### config.mk
export PLATFORM = sky130hd
export DESIGN_NAME = config_preloader
export DESIGN_NICKNAME = d
export VERILOG_FILES = /design/src/pkg/preload_pkg.sv /design/src/hdl/byte_buffer.sv /design/src/hdl/config_preloader.sv
export SDC_FILE = /design/constraint.sdc
export NUM_CORES = 1
export LEC_CHECK = 0
export BUFFER_PORTS_ARGS = -buffer_cell sky130_fd_sc_hd__buf_2
export CAP_MARGIN = 20
export CORE_ASPECT_RATIO = 1.25
export CORE_MARGIN = 5
export CORE_UTILIZATION = 55
export DETAILED_ROUTE_END_ITERATION = 8
export GPL_ROUTABILITY_DRIVEN = 0
export PLACE_DENSITY = 0.79
export SYNTH_ARGS = -nofsm -noshare
export SYNTH_HDL_FRONTEND = slang
export SYNTH_SLANG_ARGS = --single-unit
### constraint.sdc
create_clock -name core_clk_i -period 3.8 [get_ports core_clk_i]
set_input_delay 0.57 -clock core_clk_i [delete_from_list [all_inputs] [get_ports core_clk_i]]
set_output_delay 0.57 -clock core_clk_i [all_outputs]
set_load 0.005 [all_outputs]
### src/pkg/preload_pkg.sv
// Constants, types and image layout for the power-on configuration loader
// How it works
// Image word 00h holds the bridge function indicator 00h.
// Image word 01h holds the bridge byte count 1Eh.
// Words 02h-05h go to bridge subsystem IDs at 84h-87h, low byte first.
// Words 06h-09h go to bridge general control bytes D4h-D7h in order.
// Words 0Ah,0Bh,1Dh,1Eh,1Fh go to vendor bytes D8h,D9h,E0h,E2h,E3h.
// Words 0Ch,1Bh,1Ch are consumed and update nothing.
// Word 0Dh goes to arbiter control DCh, word 0Eh to request mask DDh.
// Words 0Fh-12h fill transaction layer control bytes C0h-C3h.
// Words 13h-16h fill data link layer control bytes C4h-C7h.
// Words 17h-1Ah fill physical layer control bytes C8h-CBh.
// Image word 20h holds the link function indicator 01h.
// Image word 21h holds the link function byte count 18h.
// Word 22h: high nibble max latency, low nibble min grant, byte 3Fh.
// Words 23h-26h go to link subsystem IDs at 2Ch-2Fh, low byte first.
// Word 28h is the mini-ROM offset; 00h means no mini-ROM present.
// Words 29h-2Ch: unique_id_high 24h-27h; 2Dh-30h: unique_id_low 28h-2Bh.
// Download starts by itself as one multibyte read right after reset.
// EEPROM is always addressed at fixed slave address 1010000b.
// Busy flag is high during download; error flag reports a failed one.
// Image word 3Ah holds the end-of-list marker 80h.
// Bytes written in ascending word order; untouched targets keep defaults.
package preload_pkg;

  localparam logic [6:0] EEPROM_SLAVE_ADDR = 7'h50;
  localparam logic [7:0] START_WORD        = 8'h00;
  localparam logic [7:0] IMAGE_BYTES       = 8'h3b;

  // Image word addresses
  localparam logic [7:0] W_BR_IND    = 8'h00;
  localparam logic [7:0] W_BR_CNT    = 8'h01;
  localparam logic [7:0] W_BR_SSID   = 8'h02;
  localparam logic [7:0] W_GCTL      = 8'h06;
  localparam logic [7:0] W_VEND0     = 8'h0a;
  localparam logic [7:0] W_VEND1     = 8'h0b;
  localparam logic [7:0] W_ARB_CTL   = 8'h0d;
  localparam logic [7:0] W_ARB_MASK  = 8'h0e;
  localparam logic [7:0] W_TL        = 8'h0f;
  localparam logic [7:0] W_DLL       = 8'h13;
  localparam logic [7:0] W_PHY       = 8'h17;
  localparam logic [7:0] W_PHY_END   = 8'h1b;
  localparam logic [7:0] W_VEND2     = 8'h1d;
  localparam logic [7:0] W_VEND3     = 8'h1e;
  localparam logic [7:0] W_VEND4     = 8'h1f;
  localparam logic [7:0] W_OH_IND    = 8'h20;
  localparam logic [7:0] W_OH_CNT    = 8'h21;
  localparam logic [7:0] W_LAT_GNT   = 8'h22;
  localparam logic [7:0] W_OH_SSID   = 8'h23;
  localparam logic [7:0] W_LINK_ENH  = 8'h27;
  localparam logic [7:0] W_MINI_ROM  = 8'h28;
  localparam logic [7:0] W_UID_HI    = 8'h29;
  localparam logic [7:0] W_UID_LO    = 8'h2d;
  localparam logic [7:0] W_UID_END   = 8'h31;
  localparam logic [7:0] W_END       = 8'h3a;

  // Expected header and trailer values, and the no-mini-ROM offset
  localparam logic [7:0] BR_IND_VAL  = 8'h00;
  localparam logic [7:0] BR_CNT_VAL  = 8'h1e;
  localparam logic [7:0] OH_IND_VAL  = 8'h01;
  localparam logic [7:0] OH_CNT_VAL  = 8'h18;
  localparam logic [7:0] END_VAL     = 8'h80;
  localparam logic [7:0] NO_MINI_ROM = 8'h00;

  // Target configuration byte offsets
  localparam logic [7:0] A_BR_SSID   = 8'h84;
  localparam logic [7:0] A_GCTL      = 8'hd4;
  localparam logic [7:0] A_VEND0     = 8'hd8;
  localparam logic [7:0] A_VEND1     = 8'hd9;
  localparam logic [7:0] A_ARB_CTL   = 8'hdc;
  localparam logic [7:0] A_ARB_MASK  = 8'hdd;
  localparam logic [7:0] A_TL        = 8'hc0;
  localparam logic [7:0] A_DLL       = 8'hc4;
  localparam logic [7:0] A_PHY       = 8'hc8;
  localparam logic [7:0] A_VEND2     = 8'he0;
  localparam logic [7:0] A_VEND3     = 8'he2;
  localparam logic [7:0] A_VEND4     = 8'he3;
  localparam logic [7:0] A_LAT_GNT   = 8'h3f;
  localparam logic [7:0] A_OH_SSID   = 8'h2c;
  localparam logic [7:0] A_UID_HI    = 8'h24;

  localparam logic       FUNC_BRIDGE = 1'b0;
  localparam logic       FUNC_OHCI   = 1'b1;

  localparam int         BUF_WIDTH   = 8;
  localparam int         BUF_DEPTH   = 2;

  typedef enum logic [1:0] {
    ST_IDLE,
    ST_REQ,
    ST_LOAD,
    ST_DONE
  } state_type;

  typedef struct packed {
    logic       wr;
    logic       func;
    logic [7:0] addr;
  } target_type;

endpackage

### src/hdl/byte_buffer.sv
// Two-entry valid/ready byte buffer between the serial engine and the loader
`timescale 1ns/100ps
module byte_buffer #(
  parameter int WIDTH = 8,
  parameter int DEPTH = 2
) (
  input  wire logic             core_clk_i,
  input  wire logic             reset_i,
  input  wire logic             in_valid_i,
  output logic                  in_ready_o,
  input  wire logic [WIDTH-1:0] in_data_i,
  output logic                  out_valid_o,
  input  wire logic             out_ready_i,
  output logic      [WIDTH-1:0] out_data_o
);

  localparam int PW = (DEPTH > 1) ? $clog2(DEPTH) : 1;
  localparam int CW = $clog2(DEPTH + 1);
  localparam logic [PW-1:0] LAST = PW'(DEPTH - 1);
  localparam logic [CW-1:0] FULL = CW'(DEPTH);

  typedef struct packed {
    logic [DEPTH-1:0][WIDTH-1:0] mem;
    logic [PW-1:0]               wr_ptr;
    logic [PW-1:0]               rd_ptr;
    logic [CW-1:0]               count;
  } buf_state_type;

  buf_state_type s_r;
  buf_state_type s_nxt;
  logic          push;
  logic          pop;

  assign in_ready_o  = (s_r.count != FULL);
  assign out_valid_o = (s_r.count != '0);
  assign out_data_o  = s_r.mem[s_r.rd_ptr];
  assign push        = in_valid_i && in_ready_o;
  assign pop         = out_valid_o && out_ready_i;

  always_comb begin
    s_nxt = s_r;
    if (push) begin
      s_nxt.mem[s_r.wr_ptr] = in_data_i;
      s_nxt.wr_ptr = (s_r.wr_ptr == LAST) ? '0 : s_r.wr_ptr + 1'b1;
    end
    if (pop) begin
      s_nxt.rd_ptr = (s_r.rd_ptr == LAST) ? '0 : s_r.rd_ptr + 1'b1;
    end
    if (push && !pop) begin
      s_nxt.count = s_r.count + 1'b1;
    end else if (pop && !push) begin
      s_nxt.count = s_r.count - 1'b1;
    end
  end

  always_ff @(posedge core_clk_i) begin
    if (reset_i) begin
      s_r <= '0;
    end else begin
      s_r <= s_nxt;
    end
  end

endmodule

### src/hdl/config_preloader.sv
// Power-on loader that copies the EEPROM image into configuration bytes
`timescale 1ns/100ps
module config_preloader (
  input  wire logic       core_clk_i,
  input  wire logic       reset_i,
  // Serial interface enabled (pull-up seen on the data line)
  input  wire logic       sb_enable_i,
  // Multibyte read request to the two-wire engine
  output logic            rd_req_o,
  input  wire logic       rd_ack_i,
  output logic      [6:0] rd_slave_addr_o,
  output logic      [7:0] rd_word_addr_o,
  output logic      [7:0] rd_count_o,
  // Byte stream from the engine
  input  wire logic       byte_valid_i,
  output logic            byte_ready_o,
  input  wire logic [7:0] byte_data_i,
  input  wire logic       byte_nack_i,
  // Configuration byte write port
  output logic            cfg_wr_o,
  input  wire logic       cfg_ready_i,
  output logic            cfg_func_o,
  output logic      [7:0] cfg_addr_o,
  output logic      [7:0] cfg_data_o,
  // Status
  output logic            download_busy_flag_o,
  output logic            download_error_o,
  output logic            mini_rom_present_o,
  output logic      [7:0] mini_rom_offset_o,
  output logic      [7:0] link_enh_o
);

  typedef struct packed {
    preload_pkg::state_type state;
    logic [7:0]             word;
    logic                   error;
    logic                   cfg_valid;
    logic                   cfg_func;
    logic [7:0]             cfg_addr;
    logic [7:0]             cfg_data;
    logic [7:0]             mini_rom;
    logic [7:0]             link_enh;
  } loader_state_type;

  loader_state_type s_r;
  loader_state_type s_nxt;
  logic             buf_valid;
  logic             buf_ready;
  logic [7:0]       buf_data;
  logic             take;

  // Maps an image word to its target function and byte offset
  function automatic preload_pkg::target_type word_target(
    input logic [7:0] w
  );
    preload_pkg::target_type t;
    t.wr   = 1'b1;
    t.func = preload_pkg::FUNC_BRIDGE;
    t.addr = '0;
    if (w >= preload_pkg::W_BR_SSID && w < preload_pkg::W_GCTL) begin
      t.addr = preload_pkg::A_BR_SSID + (w - preload_pkg::W_BR_SSID);
    end else if (w >= preload_pkg::W_GCTL && w < preload_pkg::W_VEND0) begin
      t.addr = preload_pkg::A_GCTL + (w - preload_pkg::W_GCTL);
    end else if (w == preload_pkg::W_VEND0) begin
      t.addr = preload_pkg::A_VEND0;
    end else if (w == preload_pkg::W_VEND1) begin
      t.addr = preload_pkg::A_VEND1;
    end else if (w == preload_pkg::W_ARB_CTL) begin
      t.addr = preload_pkg::A_ARB_CTL;
    end else if (w == preload_pkg::W_ARB_MASK) begin
      t.addr = preload_pkg::A_ARB_MASK;
    end else if (w >= preload_pkg::W_TL && w < preload_pkg::W_DLL) begin
      t.addr = preload_pkg::A_TL + (w - preload_pkg::W_TL);
    end else if (w >= preload_pkg::W_DLL && w < preload_pkg::W_PHY) begin
      t.addr = preload_pkg::A_DLL + (w - preload_pkg::W_DLL);
    end else if (w >= preload_pkg::W_PHY && w < preload_pkg::W_PHY_END) begin
      t.addr = preload_pkg::A_PHY + (w - preload_pkg::W_PHY);
    end else if (w == preload_pkg::W_VEND2) begin
      t.addr = preload_pkg::A_VEND2;
    end else if (w == preload_pkg::W_VEND3) begin
      t.addr = preload_pkg::A_VEND3;
    end else if (w == preload_pkg::W_VEND4) begin
      t.addr = preload_pkg::A_VEND4;
    end else if (w == preload_pkg::W_LAT_GNT) begin
      // Latency in the high nibble, grant in the low one, as one byte
      t.func = preload_pkg::FUNC_OHCI;
      t.addr = preload_pkg::A_LAT_GNT;
    end else if (w >= preload_pkg::W_OH_SSID && w < preload_pkg::W_LINK_ENH) begin
      t.func = preload_pkg::FUNC_OHCI;
      t.addr = preload_pkg::A_OH_SSID + (w - preload_pkg::W_OH_SSID);
    end else if (w >= preload_pkg::W_UID_HI && w < preload_pkg::W_UID_END) begin
      // High then low identifier words sit back to back at 24h-2Bh
      t.func = preload_pkg::FUNC_OHCI;
      t.addr = preload_pkg::A_UID_HI + (w - preload_pkg::W_UID_HI);
    end else begin
      // Headers, link enhancement, mini-ROM, reserved and trailer words: no configuration write
      t.wr = 1'b0;
    end
    return t;
  endfunction

  byte_buffer #(
    .WIDTH (preload_pkg::BUF_WIDTH),
    .DEPTH (preload_pkg::BUF_DEPTH)
  ) u_byte_buffer (
    .core_clk_i  (core_clk_i),
    .reset_i     (reset_i),
    .in_valid_i  (byte_valid_i),
    .in_ready_o  (byte_ready_o),
    .in_data_i   (byte_data_i),
    .out_valid_o (buf_valid),
    .out_ready_i (buf_ready),
    .out_data_o  (buf_data)
  );

  // A byte leaves the buffer only when the write slot is free or freeing;
  // after the download any leftover bytes are discarded.
  assign buf_ready = ((s_r.state == preload_pkg::ST_LOAD) &&
                      (!s_r.cfg_valid || cfg_ready_i)) ||
                     (s_r.state == preload_pkg::ST_DONE);
  assign take      = buf_valid && buf_ready &&
                     (s_r.state == preload_pkg::ST_LOAD);

  assign rd_req_o        = (s_r.state == preload_pkg::ST_REQ);
  assign rd_slave_addr_o = preload_pkg::EEPROM_SLAVE_ADDR;
  assign rd_word_addr_o  = preload_pkg::START_WORD;
  assign rd_count_o      = preload_pkg::IMAGE_BYTES;

  assign cfg_wr_o   = s_r.cfg_valid;
  assign cfg_func_o = s_r.cfg_func;
  assign cfg_addr_o = s_r.cfg_addr;
  assign cfg_data_o = s_r.cfg_data;

  assign download_busy_flag_o = (s_r.state == preload_pkg::ST_REQ) ||
                                (s_r.state == preload_pkg::ST_LOAD) ||
                                s_r.cfg_valid;
  assign download_error_o     = s_r.error;
  assign mini_rom_offset_o    = s_r.mini_rom;
  assign mini_rom_present_o   = (s_r.mini_rom != preload_pkg::NO_MINI_ROM);
  assign link_enh_o           = s_r.link_enh;

  always_comb begin
    preload_pkg::target_type t;
    logic                    bad;
    t     = word_target(s_r.word);
    bad   = 1'b0;
    s_nxt = s_r;
    if (s_r.cfg_valid && cfg_ready_i) begin
      s_nxt.cfg_valid = 1'b0;
    end
    case (s_r.state)
      preload_pkg::ST_IDLE: begin
        // Starts on its own once reset is gone
        if (sb_enable_i) begin
          s_nxt.state = preload_pkg::ST_REQ;
        end else begin
          s_nxt.state = preload_pkg::ST_DONE;
        end
      end
      preload_pkg::ST_REQ: begin
        if (byte_nack_i) begin
          s_nxt.error = 1'b1;
          s_nxt.state = preload_pkg::ST_DONE;
        end else if (rd_ack_i) begin
          s_nxt.state = preload_pkg::ST_LOAD;
        end
      end
      preload_pkg::ST_LOAD: begin
        if (byte_nack_i) begin
          s_nxt.error = 1'b1;
          s_nxt.state = preload_pkg::ST_DONE;
        end else if (take) begin
          s_nxt.word = s_r.word + 1'b1;
          if (t.wr) begin
            s_nxt.cfg_valid = 1'b1;
            s_nxt.cfg_func  = t.func;
            s_nxt.cfg_addr  = t.addr;
            s_nxt.cfg_data  = buf_data;
          end
          case (s_r.word)
            preload_pkg::W_BR_IND:
              bad = (buf_data != preload_pkg::BR_IND_VAL);
            preload_pkg::W_BR_CNT:
              bad = (buf_data != preload_pkg::BR_CNT_VAL);
            preload_pkg::W_OH_IND:
              bad = (buf_data != preload_pkg::OH_IND_VAL);
            preload_pkg::W_OH_CNT:
              bad = (buf_data != preload_pkg::OH_CNT_VAL);
            preload_pkg::W_END:
              bad = (buf_data != preload_pkg::END_VAL);
            preload_pkg::W_MINI_ROM:
              s_nxt.mini_rom = buf_data;
            preload_pkg::W_LINK_ENH:
              s_nxt.link_enh = buf_data;
            default: begin
              bad = 1'b0;
            end
          endcase
          if (bad) begin
            // A malformed image stops the load; earlier bytes stay written
            s_nxt.error = 1'b1;
            s_nxt.state = preload_pkg::ST_DONE;
          end else if (s_r.word == preload_pkg::W_END) begin
            s_nxt.state = preload_pkg::ST_DONE;
          end
        end
      end
      preload_pkg::ST_DONE: begin
        s_nxt.state = preload_pkg::ST_DONE;
      end
      default: begin
        s_nxt.state = preload_pkg::ST_IDLE;
      end
    endcase
  end

  always_ff @(posedge core_clk_i) begin
    if (reset_i) begin
      s_r <= '0;
    end else begin
      s_r <= s_nxt;
    end
  end

endmodule

## Word level (Yosys, flattened, before mapping)

Cells that the tools add are included.

- Flip-flop bits (word level): 65
- Bits of input ports: 15
- Output and inout bits: 62
- Logic and storage cells: 174

- Add/sub/neg operators: 19
- Order comparisons: 17
- Equal/unequal tests: 27
- Multiplexer cells: 61
- Bitwise logic cells: 1
- Reduce and logical (&&, ||, !) cells: 35

Operators by type and width:

| kind | count |
|---|---|
| $mux W8 | 17 |
| $mux W34 | 2 |
| $eq A8 B6 Y1 const B | 6 |
| $mux W45 | 1 |
| $add A8 B8 Y8 const A | 5 |
| $mux W2 | 20 |
| $eq A8 B4 Y1 const B | 4 |
| $mux W9 | 3 |
| $eq A8 B5 Y1 const B | 3 |
| $lt A8 B5 Y1 const B | 3 |
| $mux W18 | 1 |
| $add A6 B8 Y8 const A | 2 |
| $bwmux W16 | 1 |
| $ge A8 B5 Y1 const B | 2 |
| $ge A8 B6 Y1 const B | 2 |
| $lt A8 B6 Y1 const B | 2 |
| $ne A8 B5 Y1 const B | 2 |
| $reduce_and A4 Y1 | 4 |
| $reduce_bool A8 Y1 | 2 |
| $sub A8 B5 Y8 const B | 2 |
| $sub A8 B6 Y8 const B | 2 |
| $logic_and A1 B1 Y1 | 15 |
| $mux W1 | 12 |
| $add A8 B1 Y8 const B | 1 |
| other kinds (35) | 46 |

## Longest topological paths before layout

- Depth in word-level cells: 21
- Depth in mapped cells: 12
- Gate-level depth less buffers: 9

## Cells and area by module

Synthesis repeated with hierarchy kept, for this count alone.

- Cell total of the unflattened synthesis: 568
- Area, all modules: 4493.1 µm²

By module, submodules not included:

| module | times used | cells each | area an instance (µm²) | seq. area each (µm²) |
|---|---|---|---|---|
| config_preloader | 1 | 466 | 3530.9 | 900.9 |
| byte_buffer | 1 | 102 | 962.2 | 400.4 |

## Least setup slack after synthesis

No wires, ideal clock.

- Path type: reg-to-reg
- From: register s_r[35] (netlist bit)
- To: register s_r, in the netlist cfg_addr_o[3]
- Setup time: 0.130 ns
- Data arrival time: 2.651 ns
- Data required time: 3.670 ns
- Slack: 1.020 ns
- Stages on the path, launching flop included: 13
- Path buffers: 3
- Period minus slack after synthesis: 2.780 ns
- Cells stage by stage: dfxtp_1 clkbuf_1 inv_1 ha_1 buf_2 or3_1 o31a_1 o31ai_4 a21oi_2 or2_1 buf_2 mux2i_1 o22ai_1

- Word-level cells in the longest chain between the ends: 18
- Elaborated cells between the ends (all ways): 74
- Those cells by class: add/sub (14); order compare (14); eq/ne (8); mux (30); reduce/logical (8)

Ends and longest elaborated chain:

| item | RTL line | source |
|---|---|---|
| start: declaration | config_preloader.sv:45 | `loader_state_type s_r;` |
| start signal: assignment | config_preloader.sv:221 | `s_r <= s_nxt;` |
| parallel branches: the longest is 18 deep, another holds $sub A8 B6 Y8 | - |  |

Several ways; the timed one is not identified.
A chain may end at the register's enable or synchronous reset.

## Worst setup path in the final report

- From: register s_r[36] (netlist bit)
- To: register s_r, in the netlist cfg_addr_o[2]

Same word-level chain as after synthesis.

==> qor.csv <==
stage,metric,value,unit
outcome,status,"complete, no violations",
floorplan,Initial Util,0.563,
critical_path,Worst path top cell family by delay,simple AND/OR/NAND/NOR gates,
final_layout,n_diodes,0,
synthesis,Main synth FF type,dfxtp_1,
synthesis,synthesized area,4170,sq um
drt,Vias,3510,
timing,RSZ-0062 raised after global routing,false,
drt,"wirelength, routed",9680,microns
synthesis,most frequent cells after synthesis,"65 x dfxtp_1, 65 x nor2_1, 56 x buf_4",
critical_path,CP Launch Type,flip-flop,
timing,Final setup viols,0,
run,max cap viols,0,
critical_path,Critical Path RT,4.00,ns
critical_path,Crit. End Element,flip-flop,
drt,TritonRoute pass-1 iters,7,
final_layout,Fillers,687,
final_layout,Area Overhead vs Synth,3.72,%
clock_tree,TritonCTS Buffers,9,
synthesis,largest area contributor in the netlist,dfxtp_1,
pwr,Pint,1.25,mW
pwr,Pleak,1.92,nW
floorplan,Die Y,107,microns
synthesis,Area contributors post-synth,"dfxtp_1 31%, buf_4 10%, mux2i_1 7.0%",
final_layout,Reg area,1300,sq um
critical_path,worst path bufs/invs,1,
synthesis,sequential share of the synthesized area,0.312,
placed_design,post-DP HPWL,7250,microns
drt,DR DRC count,0,
timing,Peak Freq,317,MHz
synthesis,#FFs+latches synth,65,
critical_path,CP max FO,20,
grt,pin count of the biggest net entering global routing,49,
floorplan,Core Box Area,7400,sq um
timing,Worst-Margin Slew,0.883,ns
grt,vias in the first global route,3407,
clock_tree,clock tree from TritonCTS,built,
synthesis,Yosys top cell area share,0.312,
pwr,Sw Share,0.322,
clock_tree,root buf cell,clkbuf_8,
drt,Iter 0 DRT Violations,243,
timing,period utilization,0.831,
pwr,switching pwr,591,uW
timing,Slew Limit Fails,0,
placed_design,IO Port Bufs,53,
timing,setup tns final,0,ns
critical_path,max incr delay on CP,0.57,ns
pwr,Clk pwr share,0.327,
clock_tree,clk slew on worst S/H paths,0.08,ns
pwr,combinational fraction of design power,0.240,
grt,GR Overflow Total,0,
critical_path,Reg2Reg Setup Slack,0.64,ns
floorplan,boundary pin count,77,
final_layout,Layout Utilization,0.584,
final_layout,Multi-input gate area,2360,sq um
synthesis,"EDFF count, synth",0,
synthesis,distinct cell type count after synthesis,66,
grt,gr usage total,0.218,
drt,Via density,5.72,
floorplan,# rows,35,
timing,Final Skew,0.00736,ns
floorplan,full die area,9430,sq um
clock_tree,CTS Sinks,65,
synthesis,Ys Warns,0,
clock_tree,worst-skew pair later-pin latency,0.35,ns
clock_tree,CTS H-tree lvls,3,
critical_path,CP dominant cell by count,a21oi_1,
critical_path,Critical Path AT,3.35,ns
hold_path,hold crit path type,flip-flop to flip-flop,
synthesis,Post-Synthesis Cells,508,
final_layout,Nets,547,
pwr,sequential share of power,0.433,
clock_tree,post_cts resized,0,
timing,Rel. slew slack,0.411,
floorplan,Die W,87.9,microns
final_layout,share of cells above drive strength 1,0.190,
clock_tree,clk buf depth,2,
synthesis,ys async rst share,0,
critical_path,slowest CP cell,dfxtp_1,
critical_path,critical path class,flip-flop to flip-flop,
critical_path,CP Cell Sequence,inv_1 > ha_1 > or3b_1 > a32o_1 > a21oi_1 > nor4_4 > or2_1 > o311ai_0 > a21oi_1,
clock_tree,CTS Hold Bufs,0,
timing,fin crit period,3.16,ns
synthesis,Mean Syn Cell Area,8.20,sq um
pwr,PD cells,425,nW/um^2
drt,WL/cell,15.8,microns
grt,initial antenna violation count,0,
grt,first-pass GRT wire length,16300,microns
drt,Routed Antenna Nets,0,
timing,final hold violation count,0,
clock_tree,setup bufs post-CTS,0,
pwr,Peak VDD IR,252,uV
## cell type report
cell class / instances / share of cell area
inverters: 11 / 0.00955
repair buffers: 58 / 0.0701
multi-input cells: 372 / 0.546
well taps: 92 / 0.0266
flip-flops and latches: 65 / 0.301
clock buffers: 9 / 0.0287
clock inverters: 7 / 0.0180
## cell usage in the layout (no fill, tap or decap), types with 6 or more instances in the layout
| cell type | n |
|---|---|
| nand2b_1 | 7 |
| ha_1 | 15 |
| xnor2_1 | 8 |
| mux2i_1 | 29 |
| nor2_1 | 65 |
| a211oi_1 | 6 |
| o21ai_0 | 11 |
| a21oi_1 | 38 |
| conb_1 | 23 |
| clkbuf_8 | 9 |
| nor3_1 | 12 |
| nor4_1 | 6 |
| nand3_1 | 10 |
| buf_2 | 53 |
| mux2_2 | 9 |
| nand2_1 | 50 |
| or3_1 | 6 |
| inv_1 | 10 |
| o211ai_1 | 7 |
| dfxtp_1 | 65 |
## per-stage QoR
stage	power, mW	cells	setup slack (ns)	hold slack [ns]	cell area [sq um]
after floorplan	1.16	529	1.02	0.432	4250
after global placement	1.23	598	0.785	0.438	4120
after detailed placement	1.25	598	0.671	0.440	4120
after CTS	1.85	614	0.660	0.451	4320
after global routing	1.95	614	0.281	0.466	4320
final	1.84	614	0.641	0.449	4320
## power by group through the flow
stage	Sequential, mW	Combinational, mW	Clock [mW]
3_5_place_dp	0.811	0.440	0
4_1_cts	0.794	0.442	0.610
3_3_place_gp	0.806	0.427	0
5_1_grt	0.805	0.498	0.649
6_report	0.795	0.441	0.601
2_1_floorplan	0.778	0.379	0
## state kept, by name (all words and copies together), names as in the netlist
signal and count:
mini_rom_offset_o 8, cfg_func_o 1, cfg_addr_o 8, cfg_wr_o 1, u_byte_buffer.s_r 20, download_error_o 1, s_r 10, link_enh_o 8
cfg_data_o 8
## worst register-to-register path: stages, from the launching register on
cell and delay, ns:
dfxtp_1 0.57, inv_1 0.23, ha_1 0.34, or3b_1 0.42
a32o_1 0.27, a21oi_1 0.26, nor4_4 0.09, or2_1 0.49
o311ai_0 0.21, a21oi_1 0.12
## path summary, 6_finish.rpt
path | end | from | cells after the start
max | cfg_addr_o[2] | s_r[36] | 9
max reg2reg | cfg_addr_o[2] | s_r[36] | 9
min reg2reg | cfg_addr_o[4] | cfg_addr_o[4] | 2
min | cfg_addr_o[4] | cfg_addr_o[4] | 2
## kinds of logic (layout without fill, tap and decap cells)
family                   Yosys count  in the layout  synth area share
multiplexers                      39             39            0.0994
XOR/XNOR                          13             13            0.0273
buffers and inverters             92             85             0.140
adder cells (fa/ha/maj)           15             15            0.0450
flip-flops                        65             65             0.312
AND/OR/NAND/NOR                  184            184             0.210
other                              2             23           0.00180
AO/OA/AOI/OAI                     98             98             0.164
## metal layers
metal  global-route usage  part of all wire  routed length, microns  vias up
met5                    0                 0                       0        -
met4                0.103             0.035                     342        0
met3               0.0444             0.049                     478       33
met2                0.372              0.51                    4960      117
met1                0.255              0.40                    3890     1645
li1                     -                 -                       -     1715
Note: power is estimated with default switching activity, not from simulation.
